--- src/hw/gdc_params.svh ---
// constants for the gate driver configuration and status register bank
// assumes a 125 MHz register clock and 8-bit register data
`ifndef GDC_PARAMS_SVH
`define GDC_PARAMS_SVH

// ************************************************************
// register addresses on the plain register port
// ************************************************************
`define GDC_ADDR_W 4
`define GDC_ADDR_OCREF 4'h0
`define GDC_ADDR_TIMING 4'h1
`define GDC_ADDR_STATUS 4'h2
`define GDC_ADDR_IRQ_EN 4'h3
`define GDC_ADDR_IRQ_CLR 4'h4
`define GDC_ADDR_IRQ_FLAG 4'h5

// ************************************************************
// field layout and reset values
// ************************************************************
`define GDC_DATA_W 8
`define GDC_TIMING_W 5
`define GDC_DEAD_MSB 4
`define GDC_DEAD_LSB 2
`define GDC_BLANK_MSB 1
`define GDC_BLANK_LSB 0
`define GDC_STAT_BUCK_OC_WARN 5
`define GDC_STAT_INPUT_OV_FAULT 4
`define GDC_RESET_BYTE 8'h00
`define GDC_RESET_TIMING 5'h00

// ************************************************************
// timing and analog mapping
// ************************************************************
`define GDC_CLK_PERIOD_NS 8
`define GDC_DEAD_MAX_NS 2000
`define GDC_DEAD_STEP_NS 250
`define GDC_BLANK_MAX_NS 4000
`define GDC_BLANK_CNT_W 9
`define GDC_DEAD_CNT_W 8
`define GDC_DAC_MIN_UV 991000
`define GDC_DAC_MAX_UV 4503000
`define GDC_DAC_FULL_CODE 255

`endif

--- src/hw/gdc_pkg.sv ---
// types and decode functions for the gate driver register bank
// assumes gdc_params.svh is on the include path
`include "gdc_params.svh"

package gdc_pkg;

   // ************************************************************
   // types
   // ************************************************************
   typedef logic [`GDC_DATA_W-1:0] gdc_byte_t;
   typedef logic [`GDC_BLANK_CNT_W-1:0] gdc_blank_cnt_t;
   typedef logic [`GDC_DEAD_CNT_W-1:0] gdc_dead_cnt_t;
   typedef enum logic {GDC_IDLE, GDC_BLANK} gdc_blank_state_t;

   // ************************************************************
   // decode functions
   // ************************************************************
   // dead time: top code is shortest, one step less per code
   function automatic gdc_dead_cnt_t gdc_dead_cycles(input logic [2:0] sel);
      gdc_dead_cycles = gdc_dead_cnt_t'((`GDC_DEAD_MAX_NS - `GDC_DEAD_STEP_NS * int'(sel)) / `GDC_CLK_PERIOD_NS);
   endfunction : gdc_dead_cycles

   // blanking halves with each code step
   function automatic gdc_blank_cnt_t gdc_blank_cycles(input logic [1:0] sel);
      gdc_blank_cycles = gdc_blank_cnt_t'((`GDC_BLANK_MAX_NS >> sel) / `GDC_CLK_PERIOD_NS);
   endfunction : gdc_blank_cycles

   // linear dac map in microvolts, about 13.77 mV per code
   function automatic logic [31:0] gdc_dac_uv(input gdc_byte_t code);
      gdc_dac_uv = 32'(`GDC_DAC_MIN_UV +
         (int'(code) * (`GDC_DAC_MAX_UV - `GDC_DAC_MIN_UV)) / `GDC_DAC_FULL_CODE);
   endfunction : gdc_dac_uv

endpackage : gdc_pkg

--- src/hw/gdc_blank_if.sv ---
// carrier between the register bank and its blanking timer
// assumes both ends run on the same clock
`timescale 1ns/1ps

interface gdc_blank_if;
   import gdc_pkg::*;
   logic start;
   gdc_blank_cnt_t length;
   logic spike;
   logic blanking;
   logic trip;

   modport ctrl (output start, output length, output spike, input blanking, input trip);
   modport timer (input start, input length, input spike, output blanking, output trip);
endinterface : gdc_blank_if

--- src/hw/gdc_blank_timer.sv ---
// blanking timer: hides current spikes after each switching event
// assumes start is a one-cycle pulse and spike is already synchronised
`timescale 1ns/1ps

module gdc_blank_timer
   import gdc_pkg::*;
(
   input wire logic i_clk,
   input wire logic i_rst,
   gdc_blank_if.timer bus
);

   gdc_blank_state_t state;
   gdc_blank_cnt_t count;
   gdc_blank_state_t next_state;
   gdc_blank_cnt_t next_count;

   // ************************************************************
   // next state: a new switching event always restarts the window
   // ************************************************************
   always_comb begin
      next_state = state;
      next_count = count;
      unique case (state)
         GDC_IDLE: begin
            if (bus.start) begin
               next_state = GDC_BLANK;
               next_count = bus.length;
            end
         end
         GDC_BLANK: begin
            if (bus.start) begin
               next_count = bus.length;
            end else if (count <= gdc_blank_cnt_t'(1)) begin
               next_state = GDC_IDLE;
               next_count = '0;
            end else begin
               next_count = count - gdc_blank_cnt_t'(1);
            end
         end
      endcase
   end

   // state and counter
   always_ff @(posedge i_clk) begin
      if (i_rst) begin
         state <= GDC_IDLE;
         count <= '0;
      end else begin
         state <= next_state;
         count <= next_count;
      end
   end

   // spikes inside the window, or on the switching edge itself, are ignored
   assign bus.blanking = (state == GDC_BLANK); // see RULE_07
   assign bus.trip = bus.spike && !bus.blanking && !bus.start; // see RULE_07

endmodule : gdc_blank_timer

--- src/hw/gdc_regs.sv ---
// gate driver configuration and status register bank with blanking timer
// assumes a single 125 MHz clock, a plain strobe register port and
// supervisor comparator levels arriving asynchronously on pins
//
// Notes on behaviour
// RULE_01: reference code maps linearly onto dac voltage
// RULE_02: dead-time code 0 is 2000 ns, minus 250
// RULE_03: blanking codes give 4000, 2000, 1000, 500 ns
// RULE_04: timing bits 7..5 read zero, ignore writes
// RULE_05: buck overcurrent warning mirrors its comparator
// RULE_06: input overvoltage fault mirrors its comparator
// RULE_07: current spikes ignored during blanking window
// RULE_08: status read-only, mirrors comparators, resets zero
//
// Decided for this implementation: the address-and-strobe port and the address map.
`timescale 1ns/1ps
`include "gdc_params.svh"

module gdc_regs
   import gdc_pkg::*;
(
   input wire logic I_CLK,
   input wire logic I_RST,
   input wire logic [`GDC_ADDR_W-1:0] I_ADDR,
   input wire logic [`GDC_DATA_W-1:0] I_WDATA,
   input wire logic I_WR,
   input wire logic I_RD,
   output logic [`GDC_DATA_W-1:0] O_RDATA,
   input wire logic [`GDC_DATA_W-1:0] I_SUPERVISOR,
   input wire logic I_SWITCH_EVENT,
   input wire logic I_CURRENT_SPIKE,
   output logic [`GDC_DATA_W-1:0] O_DAC_CODE,
   output logic [31:0] O_DAC_UV,
   output logic [`GDC_DEAD_CNT_W-1:0] O_DEAD_TIME_CYCLES,
   output logic [`GDC_BLANK_CNT_W-1:0] O_BLANK_CYCLES,
   output logic O_BLANKING,
   output logic O_OC_TRIP,
   output logic O_IRQ
);

   // ************************************************************
   // storage
   // ************************************************************
   gdc_byte_t overcurrent_threshold_code;
   logic [`GDC_TIMING_W-1:0] driver_timing_config;
   gdc_byte_t sup_meta;
   gdc_byte_t fault_status;
   gdc_byte_t status_prev;
   gdc_byte_t irq_enable;
   gdc_byte_t irq_flag;
   logic sw_meta;
   logic sw_sync;
   logic sw_prev;
   logic spike_meta;
   logic spike_sync;

   gdc_blank_if blank_bus ();

   // ************************************************************
   // address decode
   // ************************************************************
   wire logic wr_ocref = I_WR && (I_ADDR == `GDC_ADDR_OCREF);
   wire logic wr_timing = I_WR && (I_ADDR == `GDC_ADDR_TIMING);
   wire logic wr_irq_en = I_WR && (I_ADDR == `GDC_ADDR_IRQ_EN);
   wire logic wr_irq_clr = I_WR && (I_ADDR == `GDC_ADDR_IRQ_CLR);
   wire logic [2:0] dead_time_select = driver_timing_config[`GDC_DEAD_MSB:`GDC_DEAD_LSB];
   wire logic [1:0] blanking_time_select = driver_timing_config[`GDC_BLANK_MSB:`GDC_BLANK_LSB];
   wire gdc_byte_t status_rise = fault_status & ~status_prev;
   wire gdc_byte_t clr_mask = wr_irq_clr ? I_WDATA : `GDC_RESET_BYTE;
   wire logic sw_start = sw_sync && !sw_prev;

   // read selection; unmapped and write-only addresses read as zero
   wire gdc_byte_t timing_read = {3'h0, driver_timing_config}; // see RULE_04
   wire gdc_byte_t rd_mux =
      (I_ADDR == `GDC_ADDR_OCREF) ? overcurrent_threshold_code :
      (I_ADDR == `GDC_ADDR_TIMING) ? timing_read :
      (I_ADDR == `GDC_ADDR_STATUS) ? fault_status :
      (I_ADDR == `GDC_ADDR_IRQ_EN) ? irq_enable :
      (I_ADDR == `GDC_ADDR_IRQ_FLAG) ? irq_flag :
      `GDC_RESET_BYTE;

   // ************************************************************
   // pin synchronisers
   // ************************************************************
   // status is the second flop of the comparator synchroniser, so it
   // lags the pins by two edges but never shows a metastable value
   always_ff @(posedge I_CLK) begin
      if (I_RST) begin
         sup_meta <= `GDC_RESET_BYTE;
         fault_status <= `GDC_RESET_BYTE; // see RULE_08
         status_prev <= `GDC_RESET_BYTE;
      end else begin
         sup_meta <= I_SUPERVISOR;
         fault_status <= sup_meta; // see RULE_05 see RULE_06 see RULE_08
         status_prev <= fault_status;
      end
   end

   // switching event and spike comparator synchronisers
   always_ff @(posedge I_CLK) begin
      if (I_RST) begin
         sw_meta <= 1'b0;
         sw_sync <= 1'b0;
         sw_prev <= 1'b0;
         spike_meta <= 1'b0;
         spike_sync <= 1'b0;
      end else begin
         sw_meta <= I_SWITCH_EVENT;
         sw_sync <= sw_meta;
         sw_prev <= sw_sync;
         spike_meta <= I_CURRENT_SPIKE;
         spike_sync <= spike_meta;
      end
   end

   // ************************************************************
   // configuration registers
   // ************************************************************
   // writes to the status address fall through: nothing decodes them
   always_ff @(posedge I_CLK) begin
      if (I_RST) begin
         overcurrent_threshold_code <= `GDC_RESET_BYTE;
         driver_timing_config <= `GDC_RESET_TIMING;
         irq_enable <= `GDC_RESET_BYTE;
      end else begin
         if (wr_ocref) begin
            overcurrent_threshold_code <= I_WDATA;
         end
         if (wr_timing) begin
            driver_timing_config <= I_WDATA[`GDC_TIMING_W-1:0]; // see RULE_04
         end
         if (wr_irq_en) begin
            irq_enable <= I_WDATA;
         end
      end
   end

   // ************************************************************
   // sticky interrupt flags
   // ************************************************************
   // a rising status bit wins over a clear in the same cycle
   genvar gi;
   generate
      for (gi = 0; gi < `GDC_DATA_W; gi++) begin : g_flag
         always_ff @(posedge I_CLK) begin
            if (I_RST) begin
               irq_flag[gi] <= 1'b0;
            end else if (status_rise[gi]) begin
               irq_flag[gi] <= 1'b1;
            end else if (clr_mask[gi]) begin
               irq_flag[gi] <= 1'b0;
            end
         end
      end
   endgenerate

   // ************************************************************
   // blanking timer
   // ************************************************************
   assign blank_bus.start = sw_start;
   assign blank_bus.length = gdc_blank_cycles(blanking_time_select); // see RULE_03
   assign blank_bus.spike = spike_sync;

   gdc_blank_timer u_blank (
      .i_clk (I_CLK),
      .i_rst (I_RST),
      .bus (blank_bus.timer)
   );

   // ************************************************************
   // registered outputs
   // ************************************************************
   // decoded figures are registered so downstream analog control sees
   // clean levels; the cost is one extra cycle after a write
   always_ff @(posedge I_CLK) begin
      if (I_RST) begin
         O_RDATA <= `GDC_RESET_BYTE;
         O_DAC_CODE <= `GDC_RESET_BYTE;
         O_DAC_UV <= 32'h0;
         O_DEAD_TIME_CYCLES <= '0;
         O_BLANK_CYCLES <= '0;
         O_BLANKING <= 1'b0;
         O_OC_TRIP <= 1'b0;
         O_IRQ <= 1'b0;
      end else begin
         O_RDATA <= I_RD ? rd_mux : `GDC_RESET_BYTE;
         O_DAC_CODE <= overcurrent_threshold_code;
         O_DAC_UV <= gdc_dac_uv(overcurrent_threshold_code); // see RULE_01
         O_DEAD_TIME_CYCLES <= gdc_dead_cycles(dead_time_select); // see RULE_02
         O_BLANK_CYCLES <= gdc_blank_cycles(blanking_time_select); // see RULE_03
         O_BLANKING <= blank_bus.blanking;
         O_OC_TRIP <= blank_bus.trip; // see RULE_07
         O_IRQ <= |(irq_flag & irq_enable);
      end
   end
endmodule : gdc_regs

--- config.mk ---
export PLATFORM = sky130hd
export DESIGN_NAME = gdc_regs
export DESIGN_NICKNAME = d
export VERILOG_FILES = /design/src/hw/gdc_pkg.sv /design/src/hw/gdc_blank_if.sv /design/src/hw/gdc_blank_timer.sv /design/src/hw/gdc_regs.sv
export VERILOG_INCLUDE_DIRS = /design/src /design/src/hw
export SDC_FILE = /design/constraint.sdc
export NUM_CORES = 1
export LEC_CHECK = 0
export BUFFER_PORTS_ARGS = -buffer_cell sky130_fd_sc_hd__buf_2
export CAP_MARGIN = 5
export CORE_MARGIN = 2
export CORE_UTILIZATION = 40
export DETAILED_ROUTE_END_ITERATION = 12
export GPL_TIMING_DRIVEN = 0
export SLEW_MARGIN = 25
export SYNTH_ARGS = -nofsm -noshare
export SYNTH_HDL_FRONTEND = slang
export SYNTH_SLANG_ARGS = --single-unit
--- constraint.sdc ---
create_clock -name I_CLK -period 24 [get_ports I_CLK]
set_clock_uncertainty 0.15 [all_clocks]
set_input_delay 4.8 -clock I_CLK [delete_from_list [all_inputs] [get_ports I_CLK]]
set_output_delay 4.8 -clock I_CLK [all_outputs]
set_load 0.01 [all_outputs]
==> flow_metrics.tcl, run 1 <==
set metrics [dict create \
    hold_end "sw_sync" \
    max_slew_margin_pct 26.9 \
    ant_nets 0 \
    pin_count 94 \
    die_x_um 223 \
    finalSetupTns_ps 0 \
    critical_path.max_stage_delay_ps 580 \
    cts_hold_buf 0 \
    final.period_utilization_pct 97.1 \
    finalNonFillerCells 3444 \
    synth-compound-area-share_pct 32.8 \
    synth_adder_area_share_pct 9.32 \
    clock_sinks 127 \
    gp_congestion 0.927 \
    synth_top_area_share_pct 13.3 \
    grt_pass1_vias 19855 \
    outcome "finished, final reports clean" \
    synthTopCellsByArea "dfxtp_1 13%, ha_1 5.5%, nor2_1 5.3%, a21oi_1 4.5%, nand2_1 4.1%" \
    cts-root-buf "clkbuf_16" \
    place_inst 3234 \
    power_density_nw_per_um2 53.0 \
    clock.fmax_mhz 42.9 \
    layout_commonest_cell "nor2_1" \
    die_h_um 223 \
    min_period_ps 23310 \
    setup-violations-final 0 \
    path_common_cell "buf_4" \
    required_ps 24170 \
    drive_gt1_share_pct 28.8 \
    n_fill_cell 4557 \
    ys_seq_elements 127 \
    fin_util_pct 51.7 \
    viasPerCell 6.24 \
    port_buffers 82 \
    dp_slack_ps -3200 \
    final_cell_mix "255 x nor2_1, 201 x nand2_1, 196 x buf_4, 157 x a21oi_1, 119 x dfxtp_1" \
    netlist_area_um2 19100 \
    cap_violations 0 \
    end_kind "register" \
    grt_pass1_wl_um 106000 \
    crit_fanout 10 \
    grt-ovfl-total 0 \
    reg2reg_depth 94 \
    antenna_cells_inserted 0 \
    max-vdd-ir-drop_v 0.0000716 \
    drtIter0Drc 1736 \
    dieArea_um2 49600 \
    async_flop_share_pct 0 \
    drt-total-wl_um 69200 \
    worst-endpoint-arrival_ps 23480 \
    fin_nets 2962 \
    setup_slack_ps 689 \
    vias 21477 \
    cp-start-kind "register" \
    synthMuxAreaShare_pct 4.18 \
    first_pass_iters 5 \
    worstHoldPathCells 1 \
    syn-instance-count 2529 \
    tightestPinTransition_ps 1090 \
    wire_per_inst_um 20.1 \
    clk_latency_ps 430 \
    syn2layout_area_growth_pct 28.2 \
    synth_top_family_by_area "compound AO/OA/AOI/OAI gates" \
    hold_viol 0 \
    cts_inserted_buffers 17 \
    clk_pin_slew_ps 70 \
    htreeDepth 4 \
    yosysTopAreaCell "dfxtp_1" \
    synth_edf_count 0 \
    r2r_slack_ps 690 \
    min_from "sw_meta" \
    synth_xor_area_share_pct 6.69 \
    ys_seq_area_share_pct 13.3 \
    route.detailed.drc 0 \
    p_leak_nw 9.54 \
    hp-class "register to register" \
    synth_top_flop_cell "dfxtp_1" \
    yosys.area_share.simple_pct 28.5 \
    tritoncts "done" \
    slowest_stage "or4_1" \
    r2r-end "O_DAC_UV[0]" \
    post-dp-hpwl_um 51300 \
    avgSynthCellArea_um2 7.56 \
    track_usage_pct 25.9 \
    core.rowCount 80 \
    crit_type "register to register" \
    grt_max_degree 17 \
    slew_violations 0 \
    yosys_warnings 0 \
    antenna_found_initial 0 \
    clock_path_buffers 2 \
    rr_startpoint "overcurrent_threshold_code[5]" \
    core-area_um2 47400 \
    start_util_pct 40.3 \
    yosysUniqueCellTypes 158 \
]
## cell families after synthesis
family,count (synthesis)
fa+ha+maj,121
flops,127
xor+xnor,141
buf+inv,214
simple gates,1029
compound gates,829
mux,67
other cells,1
## through the flow
| step | power [mW] | instance area (um^2) | hold slack [ps] |
|---|---|---|---|
| 6_report | 1.30 | 24500 | 280 |
| 5_1_grt | 1.38 | 24500 | 308 |
| 4_1_cts | 1.21 | 22100 | 280 |
| 3_5_place_dp | 0.881 | 20300 | 272 |
| 3_3_place_gp | 0.870 | 20300 | 269 |
| 2_1_floorplan | 0.738 | 19200 | 264 |
## flip-flops by register name, summed over array words and instances (netlist names), 5 cells and up
register	flops
fault_status	8
O_BLANK_CYCLES	8
irq_enable	8
sup_meta	8
driver_timing_config	5
O_DEAD_TIME_CYCLES	8
O_DAC_CODE	8
O_DAC_UV	24
u_blank.count	9
status_prev	8
O_RDATA	8
irq_flag	8
overcurrent_threshold_code	8
## worst max-delay path by stage
stage	startpoint	endpoint	slack, ps	cells after the start
6_report	overcurrent_threshold_code[5]	O_DAC_UV[0]	690	94
5_1_grt	overcurrent_threshold_code[6]	O_DAC_UV[0]	-250	98
3_5_place_dp	overcurrent_threshold_code[0]	O_DAC_UV[0]	-3200	91
3_3_place_gp	overcurrent_threshold_code[0]	O_DAC_UV[0]	-2840	90
4_1_cts	overcurrent_threshold_code[6]	O_DAC_UV[0]	10	90
2_1_floorplan	overcurrent_threshold_code[6]	O_DAC_UV[0]	780	90
## cell type report
class,instances,area (um^2),share of cell area (%)
Clock inverter,14,169,0.689
Multi-Input combinational cell,2197,17700,72.3
Clock buffer,18,429,1.75
Sequential cell,127,2560,10.4
Buffer,111,678,2.77
Timing Repair Buffer,260,1810,7.38
Inverter,102,383,1.56
Tap cell,615,769,3.14
## report_power, final
part / internal, mW / total, mW / leakage [nW] / switching [mW]
Combinational: 0.311 / 0.791 / 8.20 / 0.480
Clock: 0.157 / 0.273 / 0.291 / 0.115
Sequential: 0.226 / 0.236 / 1.05 / 0.00993
## cell usage after synthesis, types with 40 or more instances
master and n:
a21o_1 40, a21oi_1 173, a31oi_1 54, clkbuf_1 53, dfxtp_1 127, ha_1 84
inv_1 101, nand2_1 208, nand3_1 87, nor2_1 270, nor2b_1 47, nor3_1 91
o211ai_1 47, o21ai_0 96, xnor2_1 80, xor2_1 55
## layer usage
metal / vias to the layer above / wire [um] / GRT usage (%) / part of all wire (%)
met4: 0 / 1810 / 8.29 / 2.6
met3: 108 / 3940 / 2.42 / 5.7
met1: 10420 / 30800 / 35.6 / 44
li1: 10140 / - / - / -
met5: - / 0 / 0 / 0
met2: 809 / 32700 / 42.7 / 47
## worst max-delay path: cells and delay by family (launching register included)
| kind | cells | cell delay [ps] |
|---|---|---|
| and+or+nand+nor | 24 | 6660 |
| xor gates and xnor gates | 5 | 920 |
| AOI/OAI and AO/OA | 35 | 7640 |
| DFF | 1 | 370 |
| adders and majority gates | 10 | 3070 |
| muxes | 6 | 2030 |
| buffers and inverters | 14 | 2250 |
## what timing repair did
item,CTS,global route
setup buffers,57,121
gates cloned,0,1
setup endpoints to repair,23,22
resized for setup,143,289
pin swaps,38,102
Note: power is estimated with default switching activity, not from simulation.
==> inputs of run 2 (changes only) <==
--- a/config.mk
+++ b/config.mk
@@ -8,10 +8,12 @@
 export LEC_CHECK = 0
 export BUFFER_PORTS_ARGS = -buffer_cell sky130_fd_sc_hd__buf_2
 export CAP_MARGIN = 5
-export CORE_MARGIN = 2
+export CORE_MARGIN = 4
 export CORE_UTILIZATION = 40
+export CTS_CLUSTER_DIAMETER = 40
 export DETAILED_ROUTE_END_ITERATION = 12
 export GPL_TIMING_DRIVEN = 0
+export PLACE_DENSITY = 0.63
 export SLEW_MARGIN = 25
 export SYNTH_ARGS = -nofsm -noshare
 export SYNTH_HDL_FRONTEND = slang
==> flow_metrics.tcl, run 2 (synthesized netlist as in run 1, its figures left out) <==
set metrics [dict create \
    worstHoldPathCells 1 \
    p_int_mw 0.672 \
    rr_startpoint "overcurrent_threshold_code[6]" \
    use_met2_pct 40.2 \
    largest_register_ffs 24 \
    wire_per_inst_um 20.0 \
    p_leak_nw 9.39 \
    reg_top3 "O_DAC_UV: 24 flops, u_blank.count: 9 flops" \
    worst-endpoint-arrival_ps 23490 \
    top_register "O_DAC_UV" \
    cts-root-buf "clkbuf_16" \
    slew_violations 0 \
    final.period_utilization_pct 97.2 \
    tightestPinTransition_ps 1040 \
    outcome "finished, final reports clean" \
    start_util_pct 40.7 \
    syn2layout_area_growth_pct 25.8 \
    tritoncts "done" \
    antenna_cells_inserted 0 \
    die_h_um 227 \
    cp-endpoint "O_DAC_UV[0]" \
    min_period_ps 23320 \
    crit_buf_inv 17 \
    reg2reg_depth 95 \
    max-vdd-ir-drop_v 0.0000588 \
    crit_type "register to register" \
    fin_nets 2932 \
    drt-total-wl_um 68200 \
    cp_top_family "simple AND/OR/NAND/NOR gates" \
    antenna_found_initial 0 \
    gp_congestion 0.968 \
    htreeDepth 4 \
    cp-start-kind "register" \
    layout_commonest_cell "nor2_1" \
    cp_num_cells 95 \
    cap_violations 0 \
    clock.fmax_mhz 42.9 \
    port_buffers 82 \
    crit_path_start "overcurrent_threshold_code[6]" \
    required_ps 24170 \
    place_inst 3226 \
    fin_util_pct 51.2 \
    core-area_um2 47000 \
    grt-ovfl-total 0 \
    path_common_cell "buf_4" \
    p_switching_mw 0.606 \
    core.rowCount 79 \
    r2r_slack_ps 680 \
    hp-class "register to register" \
    final_area_um2 24100 \
    post-dp-hpwl_um 51000 \
    seqPwrFrac_pct 18.5 \
    crit_fanout 10 \
    setup_slack_ps 683 \
    fin_hold_ws_ps 285 \
    slowest_stage "fa_1" \
    finalNonFillerCells 3406 \
    die_x_um 227 \
    use_met3_pct 2.21 \
    critical_path.max_stage_delay_ps 580 \
    pin_count 94 \
    grt_pass1_vias 19436 \
    n_fill_cell 4448 \
    dp_slack_ps -3170 \
    drive_gt1_share_pct 27.7 \
    grt_pass1_wl_um 104000 \
    sw_frac_of_total_pct 47.4 \
    route.detailed.drc 0 \
    clock_path_buffers 2 \
    cts_inserted_buffers 17 \
    viasPerCell 6.33 \
    end_kind "register" \
    track_usage_pct 24.3 \
    final_cell_mix "260 x nor2_1, 203 x nand2_1, 169 x buf_4, 157 x a21oi_1, 120 x dfxtp_1" \
    top_usage_layer "met2" \
    pwr-share-comb_pct 61.7 \
    r2r-end "O_DAC_UV[0]" \
    clock_sinks 127 \
    clk_pin_slew_ps 70 \
    place_area_um2 20300 \
    max_slew_margin_pct 30.2 \
    drtIter0Drc 2135 \
    grtUsageMet1_pct 33.6 \
    grt_max_degree 17 \
    ant_nets 0 \
    clk_latency_ps 440 \
    hold_viol 0 \
    p_clk_share_pct 19.9 \
    dieArea_um2 51400 \
    power_density_nw_per_um2 53.1 \
    setup-violations-final 0 \
    vias 21553 \
    first_pass_iters 7 \
]
-- run 2: cell types whose count changed in the layout (fill, tap and decap cells not counted), moves of 3 or more --
cell / change
a31oi_2: +3
a211oi_2: +3
buf_4: -27
nor2_4: -3
a31oi_4: -3
a311oi_4: -3
o21ai_0: +6
o21ai_1: -5
nor2_1: +5
-- run 2: cell type report --
cell class	count	area (um^2)	share of cell area, %
multi-input combinational	2199	17600	73.0
sequential	127	2560	10.6
timing repair buffer	228	1540	6.41
tap	607	759	3.16
buffer	111	678	2.82
clock buffer	17	425	1.77
inverter	102	383	1.59
clock inverter	15	143	0.593
-- run 2: worst min path at each step --
stage,start,to,slack (ps)
after floorplan,spike_meta,blank_bus.spike,260
after global placement,spike_meta,blank_bus.spike,270
after detailed placement,spike_meta,blank_bus.spike,270
after CTS,sup_meta[7],fault_status[7],280
after global routing,sup_meta[7],fault_status[7],300
final,sup_meta[7],fault_status[7],280
-- run 2: through the flow --
| stage | power, mW | TNS, ps |
|---|---|---|
| CTS | 1.19 | 0 |
| detailed placement | 0.880 | -46110 |
| finish | 1.28 | 0 |
| floorplan | 0.738 | 0 |
| global route | 1.36 | -168 |
| global placement | 0.865 | -36450 |
-- run 2: routing by layer --
| metal | wire [um] | vias to the layer above |
|---|---|---|
| li1 | - | 10096 |
| met1 | 29800 | 10380 |
| met2 | 31900 | 924 |
| met3 | 4280 | 153 |
| met4 | 2220 | 0 |
| met5 | 0 | - |
-- run 2: repair_timing --
| action | 4_1_cts | 5_1_grt |
|---|---|---|
| gates resized for setup | 142 | 254 |
| cloned | 1 | 2 |
| buffers inserted | 47 | 99 |
| hold buffers | 0 | 0 |
| endpoints found under the setup margin | 23 | 22 |
| pin swaps | 35 | 92 |
-- run 2: power by group through the flow --
stage / clock network, mW / logic [mW] / registers [mW]
4_1_cts: 0.258 / 0.691 / 0.236
6_report: 0.254 / 0.788 / 0.236
2_1_floorplan: 0 / 0.497 / 0.241
3_3_place_gp: 0 / 0.624 / 0.240
3_5_place_dp: 0 / 0.639 / 0.241
5_1_grt: 0.266 / 0.853 / 0.237
